<file path="src/common/rpcat_pkg.sv">
// shared constants and types of the radio packet configuration block
package rpcat_pkg;
   // -----------------------------------------------------------------
   // command opcodes
   // -----------------------------------------------------------------
   localparam logic [7:0] OP_AUTO_RESPOND = 8'h98;
   localparam logic [7:0] OP_ENTER_STANDBY = 8'h81;
   localparam logic [7:0] OP_SELECT_KIND = 8'h82;
   localparam logic [7:0] OP_SET_CARRIER = 8'h83;
   localparam logic [7:0] OP_SET_BASES = 8'h84;
   localparam logic [7:0] OP_SET_MODULATION = 8'h85;
   localparam logic [7:0] OP_SET_FORMAT = 8'h86;
   localparam logic [7:0] OP_REGISTER_WRITE = 8'h87;
   localparam logic [3:0] ARGS_AUTO = 4'h2;
   localparam logic [3:0] ARGS_ONE = 4'h1;
   localparam logic [3:0] ARGS_CARRIER = 4'h3;
   localparam logic [3:0] ARGS_BASES = 4'h2;
   localparam logic [3:0] ARGS_MOD = 4'h3;
   localparam logic [3:0] ARGS_FORMAT = 4'h7;
   localparam logic [3:0] ARGS_REG_ADDR = 4'h2;
   localparam logic [3:0] ARGS_MAX = 4'hF;
   localparam int ARG_DEPTH = 8;
   // -----------------------------------------------------------------
   // register addresses
   // -----------------------------------------------------------------
   localparam logic [15:0] ADDR_CRC_POLY_HIGH = 16'h09C6;
   localparam logic [15:0] ADDR_CRC_POLY_LOW = 16'h09C7;
   localparam logic [15:0] ADDR_CRC_SEED_HIGH = 16'h09C8;
   localparam logic [15:0] ADDR_CRC_SEED_LOW = 16'h09C9;
   // -----------------------------------------------------------------
   // parameter codes
   // -----------------------------------------------------------------
   localparam logic [7:0] FAST_LONG_RANGE_KIND = 8'h03;
   localparam logic [7:0] BR_1300 = 8'h45;
   localparam logic [7:0] BR_1040 = 8'h69;
   localparam logic [7:0] BR_650 = 8'h86;
   localparam logic [7:0] BR_520 = 8'hAA;
   localparam logic [7:0] BR_325 = 8'hC7;
   localparam logic [7:0] BR_260 = 8'hEB;
   localparam logic [7:0] CR_HALF = 8'h00;
   localparam logic [7:0] CR_THREE_QUARTER = 8'h02;
   localparam logic [7:0] CR_UNCODED = 8'h04;
   localparam logic [7:0] BT_OFF = 8'h00;
   localparam logic [7:0] BT_ONE = 8'h10;
   localparam logic [7:0] BT_HALF = 8'h20;
   localparam logic [7:0] CODE_STEP_MAX = 8'h70;
   localparam logic [7:0] SYNC_NONE = 8'h00;
   localparam logic [7:0] SYNC_WORD32 = 8'h04;
   localparam logic [7:0] FIXED_SIZE_FRAMES = 8'h00;
   localparam logic [7:0] VARIABLE_SIZE_FRAMES = 8'h20;
   localparam logic [7:0] CRC_THREE = 8'h30;
   localparam logic [7:0] WHITENING_OFF = 8'h08;
   localparam logic [5:0] PREAMBLE_STEP_BITS = 6'h04;
   // -----------------------------------------------------------------
   // timing and frequency
   // -----------------------------------------------------------------
   localparam int CLK_HZ = 200_000_000;
   localparam int CYCLES_PER_US = CLK_HZ / 1_000_000;
   localparam logic [15:0] MODE_SWITCH_US = 16'h0021;
   localparam longint IF_HZ = 1_300_000;
   localparam longint SYNTH_REF_HZ = 52_000_000;
   localparam int SYNTH_FRAC_BITS = 18;
   localparam longint IF_STEPS_L = ((IF_HZ << SYNTH_FRAC_BITS) + SYNTH_REF_HZ / 2) / SYNTH_REF_HZ;
   localparam logic [23:0] IF_STEPS = IF_STEPS_L[23:0];
   // -----------------------------------------------------------------
   // types
   // -----------------------------------------------------------------
   typedef enum logic [2:0] {RPCAT_CAL, RPCAT_STANDBY, RPCAT_RECEIVE, RPCAT_GAP,
                             RPCAT_TRANSMIT} rpcat_mode_type;
   typedef enum logic [2:0] {RATE_1300, RATE_1040, RATE_650, RATE_520, RATE_325,
                             RATE_260} rpcat_rate_type;
   typedef struct packed {
      logic [7:0] packet_kind;
      logic [23:0] tx_carrier_word;
      logic [23:0] rx_carrier_word;
      logic [7:0] transmit_base_offset;
      logic [7:0] receive_base_offset;
      rpcat_rate_type rate;
      logic [1:0] coding_rate;
      logic [1:0] shaping;
      logic [5:0] gain_training_length;
      logic sync_word_on;
      logic [2:0] sync_accept_mask;
      logic variable_size;
      logic [7:0] payload_length;
      logic [1:0] crc_bytes;
      logic [15:0] crc_seed;
      logic [15:0] crc_generator;
   } rpcat_cfg_type;
endpackage

</file>
<file path="src/core/rpcat_core.sv">
// packet configuration decoder and auto-respond turnaround sequencer
// How it works
// - auto-respond command: opcode, delay high, low
// - gap equals delay minus 33 microseconds
// - armed: every received packet not dropped as oversize triggers a transmit
// - zero delay disarms; armed transmit returns to receive, unarmed to standby
// - calibrate after reset, then standby, busy low
// - carrier word in synthesizer steps, used for transmit
// - receive carrier lowered by intermediate frequency
// - payload bases offset from buffer start
// - first modulation code selects rate and bandwidth
// - second modulation code selects coding rate
// - third modulation code selects pulse shaping
// - preamble length in four-bit steps, zero reserved
// - sync size code adds 32-bit word
// - three correlators, any enabled word accepted
// - fourth format code selects fixed or variable
// - transmit exact length; drop oversize variable packets
// - sixth format code selects crc byte count
// - crc seed and generator from byte registers
`timescale 1ns/1ps
module rpcat_core #(
   parameter int CAL_CYCLES = 1024
) (
   input wire logic ref_clk,
   input wire logic resetn,
   input wire logic cmd_valid,
   input wire logic cmd_start,
   input wire logic [7:0] cmd_data,
   input wire logic rx_start,
   input wire logic tx_request,
   input wire logic rx_end,
   input wire logic [7:0] rx_len,
   input wire logic tx_end,
   output logic busy,
   output rpcat_pkg::rpcat_mode_type mode,
   output logic auto_armed,
   output logic tx_start,
   output logic rx_discard,
   output logic param_error,
   output rpcat_pkg::rpcat_cfg_type cfg
);
   import rpcat_pkg::*;

   // -----------------------------------------------------------------
   // helpers
   // -----------------------------------------------------------------
   function automatic logic [3:0] args_of(input logic [7:0] op);
      logic [3:0] n;
      n = 4'h0;
      unique case (op)
         OP_AUTO_RESPOND: n = ARGS_AUTO;
         OP_ENTER_STANDBY: n = ARGS_ONE;
         OP_SELECT_KIND: n = ARGS_ONE;
         OP_SET_CARRIER: n = ARGS_CARRIER;
         OP_SET_BASES: n = ARGS_BASES;
         OP_SET_MODULATION: n = ARGS_MOD;
         OP_SET_FORMAT: n = ARGS_FORMAT;
         default: n = ARGS_MAX;
      endcase
      return n;
   endfunction

   // step codes 0x10..0x70 with a clear low nibble, plus 0x00 when zero_ok
   function automatic logic step_code_ok(input logic [7:0] c, input logic zero_ok);
      return (c[3:0] == 4'h0) && (c <= CODE_STEP_MAX) && (zero_ok || (c != 8'h00));
   endfunction

   // one helper per legal-code set size keeps the coding, shaping, sync and size checks alike
   function automatic logic one_of3(input logic [7:0] c, input logic [7:0] a,
      input logic [7:0] b, input logic [7:0] e);
      return (c == a) || (c == b) || (c == e);
   endfunction

   function automatic logic one_of2(input logic [7:0] c, input logic [7:0] a,
      input logic [7:0] b);
      return (c == a) || (c == b);
   endfunction

   // shaping and crc size share the same two-bit field of their codes
   function automatic logic [1:0] pair_of(input logic [7:0] c);
      return c[5:4];
   endfunction

   // -----------------------------------------------------------------
   // state
   // -----------------------------------------------------------------
   rpcat_mode_type mode_q;
   logic [$clog2(CAL_CYCLES+1)-1:0] cal_cnt_q;
   logic [7:0] op_q;
   logic [3:0] idx_q;
   logic [7:0] args_q [0:ARG_DEPTH-1];
   logic [7:0] cur [0:ARG_DEPTH-1];
   logic [15:0] auto_gap_q;
   logic [15:0] us_cnt_q;
   logic [7:0] pre_cnt_q;
   logic tx_start_q;
   logic rx_discard_q;
   logic param_error_q;
   rpcat_cfg_type cfg_q;
   logic take;
   logic done;
   logic reg_we;
   logic [15:0] reg_addr;
   logic mod_ok;
   logic fmt_ok;
   rpcat_rate_type rate_d;
   logic gap_over;
   logic oversize;

   assign busy = (mode_q != RPCAT_STANDBY);
   assign mode = mode_q;
   assign auto_armed = (auto_gap_q != 16'h0000);
   assign tx_start = tx_start_q;
   assign rx_discard = rx_discard_q;
   assign param_error = param_error_q;
   assign cfg = cfg_q;

   // -----------------------------------------------------------------
   // command byte collection
   // -----------------------------------------------------------------
   // commands are heard only in standby; bytes in other modes are dropped
   assign take = cmd_valid && (mode_q == RPCAT_STANDBY);
   assign done = take && !cmd_start && (op_q != OP_REGISTER_WRITE)
                 && (idx_q == args_of(op_q) - 4'h1);
   assign reg_we = take && !cmd_start && (op_q == OP_REGISTER_WRITE)
                   && (idx_q >= ARGS_REG_ADDR);
   assign reg_addr = {args_q[0], args_q[1]} + 16'({12'h000, idx_q} - 16'(ARGS_REG_ADDR));

   always_comb begin
      for (int i = 0; i < ARG_DEPTH; i++) begin
         cur[i] = args_q[i];
      end
      if (idx_q < 4'(ARG_DEPTH)) begin
         cur[idx_q[2:0]] = cmd_data;
      end
   end

   always_ff @(posedge ref_clk or negedge resetn) begin
      if (!resetn) begin
         op_q <= 8'h00;
         idx_q <= 4'h0;
      end else if (take) begin
         if (cmd_start) begin
            op_q <= cmd_data;
            idx_q <= 4'h0;
         end else if (idx_q != ARGS_MAX) begin
            idx_q <= idx_q + 4'h1;
         end
      end
   end

   always_ff @(posedge ref_clk or negedge resetn) begin
      if (!resetn) begin
         for (int i = 0; i < ARG_DEPTH; i++) begin
            args_q[i] <= 8'h00;
         end
      end else if (take && !cmd_start && (idx_q < 4'(ARG_DEPTH))) begin
         args_q[idx_q[2:0]] <= cmd_data;
      end
   end

   // -----------------------------------------------------------------
   // parameter checks
   // -----------------------------------------------------------------
   always_comb begin
      rate_d = RATE_1300;
      mod_ok = 1'b1;
      unique case (cur[0])
         BR_1300: rate_d = RATE_1300;
         BR_1040: rate_d = RATE_1040;
         BR_650: rate_d = RATE_650;
         BR_520: rate_d = RATE_520;
         BR_325: rate_d = RATE_325;
         BR_260: rate_d = RATE_260;
         default: mod_ok = 1'b0;
      endcase
      if (!one_of3(cur[1], CR_HALF, CR_THREE_QUARTER, CR_UNCODED)) begin
         mod_ok = 1'b0;
      end
      if (!one_of3(cur[2], BT_OFF, BT_ONE, BT_HALF)) begin
         mod_ok = 1'b0;
      end
   end

   // a rejected set leaves the previous configuration in place
   assign fmt_ok = step_code_ok(cur[0], 1'b0)
                   && one_of2(cur[1], SYNC_NONE, SYNC_WORD32)
                   && step_code_ok(cur[2], 1'b1)
                   && one_of2(cur[3], FIXED_SIZE_FRAMES, VARIABLE_SIZE_FRAMES)
                   && step_code_ok(cur[5], 1'b1) && (cur[5] <= CRC_THREE)
                   && (cur[6] == WHITENING_OFF);

   // -----------------------------------------------------------------
   // configuration registers
   // -----------------------------------------------------------------
   always_ff @(posedge ref_clk or negedge resetn) begin
      if (!resetn) begin
         cfg_q <= '0;
         param_error_q <= 1'b0;
      end else begin
         cfg_q.rx_carrier_word <= cfg_q.tx_carrier_word - IF_STEPS;
         if (done) begin
            unique case (op_q)
               OP_SELECT_KIND: cfg_q.packet_kind <= cur[0];
               OP_SET_CARRIER: cfg_q.tx_carrier_word <= {cur[0], cur[1], cur[2]};
               OP_SET_BASES: begin
                  cfg_q.transmit_base_offset <= cur[0];
                  cfg_q.receive_base_offset <= cur[1];
               end
               OP_SET_MODULATION: begin
                  param_error_q <= !mod_ok;
                  if (mod_ok) begin
                     cfg_q.rate <= rate_d;
                     cfg_q.coding_rate <= cur[1][2:1];
                     cfg_q.shaping <= pair_of(cur[2]);
                  end
               end
               OP_SET_FORMAT: begin
                  param_error_q <= !fmt_ok;
                  if (fmt_ok) begin
                     cfg_q.gain_training_length <= 6'({2'b00, cur[0][7:4]} + 6'h01)
                                                   * PREAMBLE_STEP_BITS;
                     cfg_q.sync_word_on <= (cur[1] == SYNC_WORD32);
                     cfg_q.sync_accept_mask <= cur[2][6:4];
                     cfg_q.variable_size <= (cur[3] == VARIABLE_SIZE_FRAMES);
                     cfg_q.payload_length <= cur[4];
                     cfg_q.crc_bytes <= pair_of(cur[5]);
                  end
               end
               default: begin
               end
            endcase
         end
         if (reg_we) begin
            unique case (reg_addr)
               ADDR_CRC_POLY_HIGH: cfg_q.crc_generator[15:8] <= cmd_data;
               ADDR_CRC_POLY_LOW: cfg_q.crc_generator[7:0] <= cmd_data;
               ADDR_CRC_SEED_HIGH: cfg_q.crc_seed[15:8] <= cmd_data;
               ADDR_CRC_SEED_LOW: cfg_q.crc_seed[7:0] <= cmd_data;
               default: begin
               end
            endcase
         end
      end
   end

   // -----------------------------------------------------------------
   // auto-respond delay
   // -----------------------------------------------------------------
   always_ff @(posedge ref_clk or negedge resetn) begin
      if (!resetn) begin
         auto_gap_q <= 16'h0000;
      end else if (done && (op_q == OP_AUTO_RESPOND)) begin
         auto_gap_q <= {cur[0], cur[1]};
      end
   end

   // -----------------------------------------------------------------
   // mode sequencer
   // -----------------------------------------------------------------
   assign oversize = cfg_q.variable_size && (rx_len > cfg_q.payload_length);
   assign gap_over = (us_cnt_q == 16'h0000) && (pre_cnt_q == 8'h00);

   always_ff @(posedge ref_clk or negedge resetn) begin
      if (!resetn) begin
         mode_q <= RPCAT_CAL;
         cal_cnt_q <= '0;
      end else begin
         unique case (mode_q)
            RPCAT_CAL: begin
               // calibration holds busy high for a fixed time after reset
               cal_cnt_q <= cal_cnt_q + 1'b1;
               if (cal_cnt_q == ($clog2(CAL_CYCLES+1))'(CAL_CYCLES - 1)) begin
                  mode_q <= RPCAT_STANDBY;
               end
            end
            RPCAT_STANDBY: begin
               if (rx_start) begin
                  mode_q <= RPCAT_RECEIVE;
               end else if (tx_request) begin
                  mode_q <= RPCAT_TRANSMIT;
               end
            end
            RPCAT_RECEIVE: begin
               if (rx_end && !oversize) begin
                  mode_q <= auto_armed ? RPCAT_GAP : RPCAT_STANDBY;
               end
            end
            RPCAT_GAP: begin
               if (gap_over) begin
                  mode_q <= RPCAT_TRANSMIT;
               end
            end
            RPCAT_TRANSMIT: begin
               if (tx_end) begin
                  mode_q <= auto_armed ? RPCAT_RECEIVE : RPCAT_STANDBY;
               end
            end
            default: mode_q <= RPCAT_STANDBY;
         endcase
      end
   end

   // gap counted in whole microseconds; a delay at or under 33 gives no wait
   always_ff @(posedge ref_clk or negedge resetn) begin
      if (!resetn) begin
         us_cnt_q <= 16'h0000;
         pre_cnt_q <= 8'h00;
      end else if ((mode_q == RPCAT_RECEIVE) && rx_end) begin
         us_cnt_q <= (auto_gap_q > MODE_SWITCH_US) ? auto_gap_q - MODE_SWITCH_US : 16'h0000;
         pre_cnt_q <= 8'(CYCLES_PER_US - 1);
      end else if ((mode_q == RPCAT_GAP) && !gap_over) begin
         if (pre_cnt_q == 8'h00) begin
            pre_cnt_q <= 8'(CYCLES_PER_US - 1);
            us_cnt_q <= us_cnt_q - 16'h0001;
         end else if (us_cnt_q == 16'h0000) begin
            pre_cnt_q <= 8'h00;
         end else begin
            pre_cnt_q <= pre_cnt_q - 8'h01;
         end
      end
   end

   // -----------------------------------------------------------------
   // event pulses
   // -----------------------------------------------------------------
   always_ff @(posedge ref_clk or negedge resetn) begin
      if (!resetn) begin
         tx_start_q <= 1'b0;
         rx_discard_q <= 1'b0;
      end else begin
         tx_start_q <= ((mode_q == RPCAT_GAP) && gap_over)
                       || ((mode_q == RPCAT_STANDBY) && !rx_start && tx_request);
         rx_discard_q <= (mode_q == RPCAT_RECEIVE) && rx_end && oversize;
      end
   end
endmodule

</file>
<file path="config.mk">
export PLATFORM = sky130hd
export DESIGN_NAME = rpcat_core
export DESIGN_NICKNAME = d
export VERILOG_FILES = /design/src/common/rpcat_pkg.sv /design/src/core/rpcat_core.sv
export SDC_FILE = /design/constraint.sdc
export NUM_CORES = 1
export LEC_CHECK = 0
export ABC_CLOCK_PERIOD_IN_PS = 4950
export BUFFER_PORTS_ARGS = -buffer_cell sky130_fd_sc_hd__buf_4
export CAP_MARGIN = 40
export CELL_PAD_IN_SITES_DETAIL_PLACEMENT = 0
export CELL_PAD_IN_SITES_GLOBAL_PLACEMENT = 1
export CORE_AREA = 2 2 154 193
export DETAILED_ROUTE_END_ITERATION = 8
export DIE_AREA = 0 0 156 195
export PLACE_DENSITY_LB_ADDON = 0.1
export SYNTH_ARGS = -nofsm -noshare
export SYNTH_HDL_FRONTEND = slang
export SYNTH_SLANG_ARGS = --single-unit
</file>
<file path="constraint.sdc">
create_clock -name ref_clk -period 4.95 [get_ports ref_clk]
set_input_delay 0.7425 -clock ref_clk [delete_from_list [all_inputs] [get_ports ref_clk]]
set_output_delay 0.7425 -clock ref_clk [all_outputs]
set_load 0.02 [all_outputs]
</file>
After elaboration in Yosys (flattened, before gate mapping)
Index checks and enable logic that the tools add are counted.

Output and inout port bits: 140. Bits of input ports: 24. Word-level logic and storage cells: 198. Flip-flop bits (word level): 263.

Add/sub/neg operators: 10. Multiplexer cells: 29. Equality and inequality tests: 38. Order comparisons: 10. Bitwise gates (word level): 1. Reductions and logical operators: 74.

Operator list (number): equality test 8 bit, second input constant (12); bitwise mux 64 bit (1); equality test 16 x 12 -> 1 bit, second input constant (4); 2-to-1 mux 16 bit (4); 2-to-1 mux 64 bit (1); 2-to-1 mux 8 bit (5); logical NOT 8 bit (4); one-hot mux 3 bit (5 select lines) (2); logical AND 1 bit (28); demux 8 bit (select 3 bit) (1); less-or-equal comparator 8 x 7 -> 1 bit, second input constant (3); subtractor 24 x 13 -> 24 bit, second input constant (1); AND reduction 2 bit (11); 2-to-1 mux 3 bit (6); adder 16 bit (1); equality test 8 x 6 -> 1 bit, second input constant (2); equality test 8 x 7 -> 1 bit, second input constant (2); > comparator 16 x 6 -> 1 bit, second input constant (1); logical NOT 16 bit (1); one-hot mux 4 bit (4 select lines) (1); nonzero test 16 bit (1); subtractor 16 x 1 -> 16 bit, second input constant (1); subtractor 16 x 6 -> 16 bit, second input constant (1); logical NOT 4 bit (3); other kinds (39) (65).

Logic depth before layout (Yosys ltp)
Gate-level depths: netlist of the first run.

Word-level depth: 18. Mapped depth: 14. Gate-level depth less buffers: 12.

Worst setup path before layout of the first run
No wires, ideal clock.

Path type: register to register. From: register idx_q[2]. To: register cfg_q (netlist bit cfg[0]). Buffers on the path: 0. Stages on the path, launching flop included: 10. Period minus slack after synthesis: 3.989 ns. Data required time: 4.825 ns. Library setup time: 0.125 ns. Arrival: 3.864 ns. Setup slack: 0.961 ns. Path through: dfrtp_1 > nor3_1 > ha_1 > a21oi_1 > o211ai_1 > a211oi_1 > nor2_1 > nor4b_1 > nand4_2 > mux2_2.

Longest elaborated chain between the ends: 4. Elaborated cells between the ends (all ways): 6. Classes of those cells: add/sub: 2; order compare: 1; eq/ne: 1; reduce/logical: 2.

RTL lines: start: declaration (RTL line rpcat_core.sv:91) `logic [3:0] idx_q;`; start signal: assignment (RTL line rpcat_core.sv:148) `idx_q <= idx_q + 4'h1;`; subtractor 4 x 2 -> 5 bit (RTL line rpcat_core.sv:128) `assign reg_addr = {args_q[0], args_q[1]} + 16'({12'h000, idx_q} - 16'(ARGS_REG_ADDR));`; adder 16 bit (RTL line rpcat_core.sv:128); equality test 16 x 12 -> 1 bit (RTL line rpcat_core.sv:236) `unique case (reg_addr)`; AND reduction 2 bit (no line) (*); end: declaration (RTL line rpcat_core.sv:100) `rpcat_cfg_type cfg_q;`.

Every way passes the cells marked *; elsewhere a longest branch is shown, timed or not. A chain may end at the register's enable or synchronous reset.

Final worst setup path of the first run
From: register idx_q[1]. To: register cfg_q (netlist bit cfg[2]).

Same word-level chain as after synthesis.

==> impl_metrics.tcl, run 1 <==
set metrics [dict create \
    final-hold-violation-count 0 \
    fin_cells 1696 \
    cts_max_path_buffers 3 \
    grt_pass1_wl_mm 55.4 \
    r2r_end "cfg[2]$_DFFE_PN0P_" \
    rsz0062_at_grt "false" \
    rows 69 \
    cpMaxStageDelayCell "o31ai_1" \
    overflow 0 \
    netlist.area_leader.share_pct 48.2 \
    routedWlPerCell_um 20.7 \
    drv_cap 0 \
    syn2layout_area_growth_pct 18.5 \
    multi_input_area_mm2 0.00650 \
    clkLatencyLatePin_ns 0.55 \
    drtIter0Drc 502 \
    synth_compound_area_share_pct 10.1 \
    gp_congestion 0.899 \
    fin_setup_tns_ns 0 \
    grt_antenna_before_repair 0 \
    synthCells 1168 \
    initial_core_util_pct 46.6 \
    yosys-top-cells-area "dfrtp_1 (48%), mux2_2 (17%), ha_1 (3.8%), a21oi_1 (2.1%), mux2i_1 (1.9%)" \
    internal_power_uw 5110 \
    dp.cells 1645 \
    yosysWarnings 0 \
    drcViolationCount 0 \
    cp.arrival_ns 4.33 \
    setup_viol_count_final 0 \
    firstDrtPassIters 4 \
    clkPwrFrac_pct 23.4 \
    synth-simple-area-share_pct 12.8 \
    skew_ns 0.0179 \
    ys.flop_type "dfrtp_1" \
    hpwl_mm 25.3 \
    worstMarginPinSlew_ns 0.786 \
    critPathMaxStageDelay_ns 0.47 \
    vias_per_cell 5.74 \
    ant_nets 0 \
    cts_resized 0 \
    p_leak_uw 0.00752 \
    ios 164 \
    synth.distinct_cells 78 \
    hold_buffers 0 \
    combPwrFrac_pct 44.7 \
    slew_headroom_pct 47.1 \
    cts.clk_slew.worst_paths_ns 0.06 \
    ys_ff_latch 255 \
    wirelength_mm 35.1 \
    grt_pass1_vias 9739 \
    synthMuxAreaShare_pct 18.8 \
    synth_xor_area_share_pct 3.31 \
    cts.sinks 255 \
    htree_levels 1 \
    fmax_mhz 257 \
    endpoint_kind "register" \
    path_cells "inv_1 -> ha_1 -> ha_1 -> inv_1 -> ha_1 -> o211ai_1 -> o21ai_0 -> o31ai_1 -> o22ai_1 -> a2111oi_4 -> nand4_2 -> mux2_2" \
    finalCriticalPeriod_ns 3.90 \
    crit_type "register to register" \
    hp-class "input port to async pin" \
    layout.nets 1385 \
    port_buffers 161 \
    cp_max_fo 9 \
    die_height_um 195 \
    sequentialPowerShare_pct 31.9 \
    grtUsageTotal_pct 23.1 \
    layout_commonest_cell "dfrtp_1" \
    slew_viol_final 0 \
    ir_drop_mv 0.475 \
    die_width_um 156 \
    synth_area_leader_cell "dfrtp_1" \
    grt_max_degree 104 \
    drive_above_1_share_pct 33.0 \
    r2r_start "idx_q[1]$_DFFE_PN0P_" \
    core_area_mm2 0.0284 \
    switchingPower_uw 3550 \
    cp_common_cell "ha_1" \
    power_density_mw_per_mm2 552 \
    cts_tree "done" \
    rr_worst_depth 12 \
    synth_top_family_by_area "multiplexers" \
    layout.area.seq_mm2 0.00638 \
    post-cts-setup-buffers 0 \
    worstPathRequired_ns 5.38 \
    sw_frac_of_total_pct 40.9 \
    ctsRootBufferMaster "clkbuf_16" \
    postSynthAreaPerCell_um2 11.3 \
    r2r_slack_ns 1.05 \
    diodes 0 \
    syn_area_mm2 0.0132 \
    final_cell_mix "dfrtp_1 (255), mux2_2 (198), buf_4 (171)" \
    fin_crit_sh_pct 78.7 \
    status "finished, final reports clean" \
    route.vias.total 9730 \
    die_area_mm2 0.0304 \
    synth_edf_count 0 \
    n_fill_cell 2518 \
    synthAdderAreaFrac_pct 3.93 \
    postSynth.asyncResetShare_pct 100 \
    cts_buffers 28 \
    ys_seq_area_share_pct 48.2 \
    startpoint_type "register" \
]
stage by stage:
step	setup slack [ns]	cell area [um2]	hold WS [ns]	power [uW]	utilization (%)
6_report	1.05	15700	0.236	8660	55.2
5_1_grt	0.736	15700	0.295	9250	55.2
4_1_cts	1.04	15700	0.273	8690	55.2
3_5_place_dp	1.07	14800	0.401	6600	52.1
3_3_place_gp	1.15	14800	0.386	6580	52.0
2_1_floorplan	0.961	13200	0.445	5500	-
power groups by stage:
| stage | Sequential (uW) | Clock (uW) | Combinational (uW) |
|---|---|---|---|
| floorplan | 2650 | 0 | 2840 |
| global placement | 2780 | 0 | 3800 |
| detailed placement | 2790 | 0 | 3820 |
| CTS | 2750 | 2090 | 3850 |
| global route | 2810 | 2160 | 4280 |
| finish | 2760 | 2030 | 3870 |
cell usage after synthesis (4+ instances only):
master	instances
nor3_1	38
buf_4	4
mux2i_1	25
inv_1	35
or3_1	12
nor4_1	16
a21o_1	8
nand2_1	57
o22a_1	4
nor3b_1	8
a21oi_1	56
nand3_1	26
nand2b_1	11
nor2_1	63
or2_2	6
ha_1	40
o21a_1	6
a31oi_1	13
o21ai_0	40
xor2_1	24
or4_1	7
nand3b_1	7
xnor2_1	26
mux2_2	198
o22ai_1	8
o31ai_1	5
nand4_2	4
nor2b_1	9
a211oi_1	11
dfrtp_1	255
nand4_1	12
and3_1	8
o211ai_1	8
o2111ai_1	4
o31a_1	5
clkbuf_1	41
how the worst max path moves through the flow:
stage               depth (start not counted)             endpoint                 start
global placement                            9  cfg[34]$_DFFE_PN0P_  idx_q[1]$_DFFE_PN0P_
detailed placement                         12   cfg[2]$_DFFE_PN0P_  idx_q[1]$_DFFE_PN0P_
finish                                     12   cfg[2]$_DFFE_PN0P_  idx_q[1]$_DFFE_PN0P_
global route                               12   cfg[1]$_DFFE_PN0P_  idx_q[1]$_DFFE_PN0P_
CTS                                        12   cfg[2]$_DFFE_PN0P_  idx_q[1]$_DFFE_PN0P_
floorplan                                   9   cfg[0]$_DFFE_PN0P_  idx_q[2]$_DFFE_PN0P_
critical path: cells and delay by family, from the launching register on:
kind	cells	cell delay (ns)
flops	1	0.41
mux	1	0.39
simple gates	1	0.40
fa+ha+maj	3	0.85
compound gates	5	1.47
buf+inv	2	0.24
kinds of logic after synthesis:
logic type / Yosys count
simple gates: 308
flops: 255
mux: 224
compound gates: 201
buf+inv: 88
xor+xnor: 50
fa+ha+maj: 41
other cells: 1
flip-flops by register name, indices dropped and copies added (netlist names):
signal       flops
auto_gap_q      16
tx_start         1
rx_discard       1
pre_cnt_q        8
idx_q            4
us_cnt_q        16
mode             3
param_error      1
cal_cnt_q       11
cfg            130
args_q          56
op_q             8
area by class of cell:
type                            instances  area share (%)
Sequential cell                       255            40.7
Inverter                               35           0.838
Clock buffer                           44            5.23
Multi-Input combinational cell        826            41.4
Timing Repair Buffer                  174            8.50
Tap cell                              355            2.83
Clock inverter                          7           0.487
metal layers:
metal / GRT usage, % / wire (um) / up-vias
met1: 29.9 / 14800 / 4874
met2: 40.1 / 17700 / 210
met5: 0 / 0 / -
met4: 7.44 / 1140 / 0
li1: - / - / 4588
met3: 3.08 / 1410 / 58
Power figures use the tool's default switching activity.
==> run 2: changes to the inputs <==
Settings changed: ABC_CLOCK_PERIOD_IN_PS 4950 to 3400, CORE_AREA 2 2 154 193 to 2 2 162 204, DIE_AREA 0 0 156 195 to 0 0 164 206.
Clock period 4.95 ns to 3.4 ns, I/O delays scaled along.
==> run 2 against run 1 <==
- via count up 2.2%
- setup slack worse by 0.87 ns
- largest power group unchanged
- clock power up 52%
- first-iteration DRC count up 5.2%
- final cell count up 7.4%
- sequential power up 43%
- power up 55%
- clock skew about the same
- combinational power up 65%
- worst hold slack worse by 0.036 ns
- sequential cell count unchanged
- largest cell class unchanged
- sequential share of layout area down 1.8 points
==> impl_metrics.tcl, run 2 (synthesized netlist as in run 1, its figures left out) <==
set metrics [dict create \
    drv_cap 0 \
    crit_type "register to register" \
    vias_per_cell 5.46 \
    cts_buffers 28 \
    slew_viol_final 0 \
    gr-usage-met3_pct 2.45 \
    endpoint_kind "register" \
    layout.nets 1450 \
    grtUsageTotal_pct 21.3 \
    clkLatencyLatePin_ns 0.55 \
    core_area_mm2 0.0321 \
    cp_max_fo 10 \
    clkPwrFrac_pct 23.0 \
    fin_crit_sh_pct 94.6 \
    cts_max_path_buffers 3 \
    dp_slack_ns -0.0579 \
    fin_cells 1822 \
    slew_headroom_pct 59.1 \
    rows 74 \
    drcViolationCount 0 \
    die_width_um 164 \
    grt.met1_usage_pct 27.9 \
    setup_viol_count_final 0 \
    drtIter0Drc 528 \
    startpoint_type "register" \
    power_density_mw_per_mm2 817 \
    overflow 0 \
    grt_util_met2_pct 37.1 \
    holdWs_ns 0.201 \
    path_cells "inv_1 -> ha_1 -> nor3b_1 -> buf_4 -> mux2_2 -> inv_1 -> ha_1 -> inv_1 -> nor3_1 -> nor2_1 -> nand4b_1 -> nor4_4 -> buf_4 -> mux2_2" \
    worstPathRequired_ns 3.83 \
    ctsRootBufferMaster "clkbuf_16" \
    syn2layout_area_growth_pct 23.9 \
    switchingPower_uw 5360 \
    cp.arrival_ns 3.65 \
    ios 164 \
    sequentialPowerShare_pct 29.4 \
    hpwl_mm 26.3 \
    sw_frac_of_total_pct 40.0 \
    final_cell_mix "dfrtp_1 (254), buf_4 (231), mux2_2 (198)" \
    grt_antenna_before_repair 0 \
    drive_above_1_share_pct 37.1 \
    final-hold-violation-count 0 \
    combPwrFrac_pct 47.6 \
    fmax_mhz 311 \
    hp-class "input port to register" \
    dp.cells 1769 \
    layout_commonest_cell "dfrtp_1" \
    status "finished, final reports clean" \
    port_buffers 161 \
    critPathMaxStageDelay_ns 0.43 \
    grt_pass1_wl_mm 56.3 \
    p_leak_uw 0.00788 \
    wirelength_mm 36.1 \
    routedWlPerCell_um 19.8 \
    diodes 0 \
    top_usage_layer "met2" \
    cp_top_family "simple AND/OR/NAND/NOR gates" \
    gp_congestion 0.848 \
    ant_nets 0 \
    cp_common_cell "inv_1" \
    cpMaxStageDelayCell "dfrtp_2" \
    internal_power_uw 8050 \
    die_area_mm2 0.0338 \
    cts.clk_slew.worst_paths_ns 0.07 \
    route.vias.total 9941 \
    grt_pass1_vias 9837 \
    firstDrtPassIters 5 \
    crit_buf_inv 5 \
    ir_drop_mv 0.624 \
    worstMarginPinSlew_ns 0.609 \
    cts.sinks 255 \
    die_height_um 206 \
    finalCriticalPeriod_ns 3.22 \
    skew_ns 0.0181 \
    grt_max_degree 88 \
    n_fill_cell 2984 \
    cts_tree "done" \
    initial_core_util_pct 41.2 \
    fin_ws_ns 0.182 \
    htree_levels 1 \
    largest_reg_flops 130 \
]
## run 2: cell count changes in the layout (fill, tap and decap cells not counted), sizes merged
cell         previous run  this run
buf                   174       238
bufinv                  1         2
clkbuf                 44        40
dlygate4sd3             0         1
inv                    35        36
## run 2: final cells by class
cell class / instances / area (um2) / share of cell area [%]
Timing Repair Buffer: 239 / 1880 / 11.5
Clock buffer: 40 / 827 / 5.04
Inverter: 35 / 131 / 0.801
Sequential cell: 255 / 6380 / 38.9
Multi-Input combinational cell: 826 / 6560 / 40.0
Tap cell: 418 / 523 / 3.19
Clock inverter: 9 / 108 / 0.656
## run 2: power groups by stage
stage | Sequential [uW] | Clock [uW] | Combinational [uW]
floorplan | 3860 | 0 | 4170
global placement | 3980 | 0 | 6230
detailed placement | 3980 | 0 | 6220
CTS | 3940 | 3160 | 6320
global route | 4020 | 3290 | 7040
finish | 3940 | 3080 | 6380
## run 2: routing by layer
layer  up-vias  part of all wire (%)
met2       225                    50
met4         0                   2.7
met1      4952                    43
met5         -                     0
met3        55                   4.0
li1       4709                     -
## run 2: worst register-to-register path, stage by stage, from the launching register on
cell and delay, ns:
dfrtp_2 0.43, inv_1 0.13, ha_1 0.22, nor3b_1 0.23, buf_4 0.23, mux2_2 0.37, inv_1 0.06, ha_1 0.13
inv_1 0.06, nor3_1 0.19, nor2_1 0.09, nand4b_1 0.24, nor4_4 0.17, buf_4 0.20, mux2_2 0.34
## run 2: timing repair
| action | in CTS | in global routing |
|---|---|---|
| setup buffers | 2 | 1 |
| endpoints found under the hold margin | 69 | 0 |
| resized for setup | 3 | 8 |
| pin swaps | 2 | 2 |
| hold buffers | 1 | 0 |
| setup endpoints to repair | 31 | 48 |
## run 2: path summary, 6_finish.rpt
| kind | start | to | slack (ns) | cells after the start |
|---|---|---|---|---|
| setup / recovery | idx_q[2]$_DFFE_PN0P_ | cfg[54]$_DFFE_PN0P_ | 0.18 | 14 |
| hold / removal | cmd_start | idx_q[1]$_DFFE_PN0P_ | 0.20 | 2 |
| setup reg to reg | idx_q[2]$_DFFE_PN0P_ | cfg[54]$_DFFE_PN0P_ | 0.18 | 14 |
| hold reg to reg | cfg[100]$_DFFE_PN0P_ | cfg[76]$_DFF_PN0_ | 0.40 | 0 |
| max in group asynchronous | resetn | cfg[85]$_DFF_PN0_ | 1.95 | 3 |
| min in group asynchronous | resetn | pre_cnt_q[1]$_DFFE_PN0P_ | 0.52 | 2 |
## run 2: per-stage QoR
stage | TNS (ns) | utilization [%] | instance area [um2] | total power [uW]
final | 0 | 51.1 | 16400 | 13400
after CTS | 0 | 50.9 | 16400 | 13400
after floorplan | 0 | - | 13300 | 8030
after global placement | -0.132 | 47.9 | 15400 | 10200
after global routing | -0.00768 | 51.1 | 16400 | 14400
after detailed placement | -0.568 | 47.9 | 15400 | 10200
==> run 3: changes to the inputs <==
Settings changed: PLACE_DENSITY set to 0.85, PLACE_DENSITY_LB_ADDON 0.1 to unset.
==> run 3 against run 2 <==
- sequential power about the same
- largest power group unchanged
- critical path depth unchanged
- global-route usage fell by 1.1 points
- largest cell class unchanged
- highest routed layer unchanged
- clock skew up 0.012 ns
- critical path type unchanged
- setup slack worse by 0.068 ns
==> impl_metrics.tcl, run 3 (synthesized netlist as in run 1, its figures left out) <==
set metrics [dict create \
    setup_viol_count_final 0 \
    port_buffers 161 \
    hpwl_mm 25.3 \
    cpMaxStageDelayCell "dfrtp_1" \
    vias_per_cell 5.54 \
    cts_max_path_buffers 3 \
    drive_above_1_share_pct 38.1 \
    fin_crit_sh_pct 96.6 \
    cp_common_cell "buf_4" \
    layout_commonest_cell "dfrtp_1" \
    fin_cells 1821 \
    holdWs_ns 0.214 \
    slew_viol_final 0 \
    drcViolationCount 0 \
    endpoint_kind "register" \
    path_cells "buf_4 -> nor3_4 -> buf_6 -> ha_1 -> o211ai_1 -> buf_4 -> a211oi_2 -> a21o_1 -> a211oi_2 -> nor4b_2 -> buf_4 -> buf_4 -> nand4_4 -> mux2_4" \
    firstDrtPassIters 5 \
    ir_drop_mv 0.694 \
    drtIter0Drc 429 \
    p_leak_uw 0.00790 \
    cp_max_fo 8 \
    whs_endpoint "idx_q[1]$_DFFE_PN0P_" \
    hp-class "input port to register" \
    cts_tree "done" \
    crit_type "register to register" \
    rsz0062_at_grt "true" \
    syn2layout_area_growth_pct 25.0 \
    critPathMaxStageDelay_ns 0.39 \
    rows 74 \
    ant_nets 0 \
    core_area_mm2 0.0321 \
    routedWlPerCell_um 19.1 \
    die_width_um 164 \
    fmax_mhz 304 \
    fin_setup_tns_ns 0 \
    ctsRootBufferMaster "clkbuf_16" \
    layout.nets 1447 \
    diodes 0 \
    route.vias.total 10100 \
    ios 164 \
    cts.sinks 255 \
    slew_headroom_pct 50.9 \
    grt_antenna_before_repair 0 \
    drv_cap 0 \
    rr_worst_depth 14 \
    cp.arrival_ns 3.71 \
    worstPathRequired_ns 3.83 \
    clkLatencyLatePin_ns 0.55 \
    skew_ns 0.0306 \
    final-hold-violation-count 0 \
    gp_congestion 0.927 \
    worstMarginPinSlew_ns 0.730 \
    die_area_mm2 0.0338 \
    overflow 0 \
    finalCriticalPeriod_ns 3.29 \
    cts_buffers 29 \
    holdPathStages 2 \
    initial_core_util_pct 41.2 \
    grt_max_degree 82 \
    place_area_mm2 0.0153 \
    dp.cells 1759 \
    power_density_mw_per_mm2 848 \
    startpoint_type "register" \
    grtUsageTotal_pct 20.2 \
    final_area_mm2 0.0165 \
    largest_reg_flops 130 \
    die_height_um 206 \
    r2r_start "idx_q[1]$_DFFE_PN0P_" \
    cts.clk_slew.worst_paths_ns 0.06 \
    r2r_slack_ns 0.11 \
    final_cell_mix "dfrtp_1 (254), buf_4 (225), mux2_2 (197)" \
    min-delay-start "cmd_start" \
    wirelength_mm 34.8 \
    grt_pass1_wl_mm 54.2 \
    r2r_end "cfg[8]$_DFFE_PN0P_" \
    status "finished, final reports clean" \
    grt_pass1_vias 9976 \
    htree_levels 1 \
]
==> run 3: layout make-up <==
cell class / count / area (um2)
Fill cell: 2814 / 15600
Multi-Input combinational cell: 826 / 6680
Sequential cell: 255 / 6380
Timing Repair Buffer: 235 / 1860
Clock buffer: 38 / 810
Tap cell: 418 / 523
Clock inverter: 14 / 166
Inverter: 35 / 131
==> run 3: how the worst max path moves through the flow <==
stage / depth (start not counted) / slack, ns / startpoint / endpoint
global route: 14 / -0.05 / idx_q[1]$_DFFE_PN0P_ / cfg[8]$_DFFE_PN0P_
CTS: 9 / 0.02 / idx_q[1]$_DFFE_PN0P_ / cfg[59]$_DFFE_PN0P_
finish: 14 / 0.11 / idx_q[1]$_DFFE_PN0P_ / cfg[8]$_DFFE_PN0P_
detailed placement: 12 / -0.05 / idx_q[1]$_DFFE_PN0P_ / cfg[30]$_DFFE_PN0P_
global placement: 12 / 0.03 / idx_q[1]$_DFFE_PN0P_ / cfg[24]$_DFFE_PN0P_
floorplan: 12 / 0.008 / idx_q[1]$_DFFE_PN0P_ / cfg[16]$_DFFE_PN0P_
==> run 3: repair_timing <==
action                     in CTS  in global routing
gates cloned                    0                  1
gates resized for setup         3                 39
hold buffers                    1                  0
setup endpoints to repair      27                 52
pin swaps                       1                 11
buffers inserted                1                  7
hold endpoints to repair       43                  0
==> run 3: per-layer routing <==
layer  track usage (%)  share of wire [%]  vias to the layer above
met1              25.6                 42                     5045
met3              2.25                3.9                       79
li1                  -                  -                     4708
met2              36.4                 51                      248
met4              5.98                3.1                        0
met5                 0                  0                        -
==> run 3: per-stage QoR <==
step,worst slack (ns),util (%),total power (uW)
6_report,0.114,51.5,14000
5_1_grt,-0.0478,51.5,14800
4_1_cts,0.0187,50.8,13300
3_5_place_dp,-0.0451,47.7,10000
3_3_place_gp,0.0293,47.7,9950
2_1_floorplan,0.00796,-,8030
==> run 3: where the power goes <==
part           total, uW  switching [uW]  internal (uW)
clock               3160            1250           1900
sequential          3950             440           3510
combinational       6930            4020           2910
==> run 3: worst max-delay path: cells and delay by family, from the launching register on <==
family	cells	cell delay, ns
simple gates	3	0.66
fa+ha+maj	1	0.30
buf+inv	5	0.81
compound gates	4	0.64
mux	1	0.37
flops	1	0.39
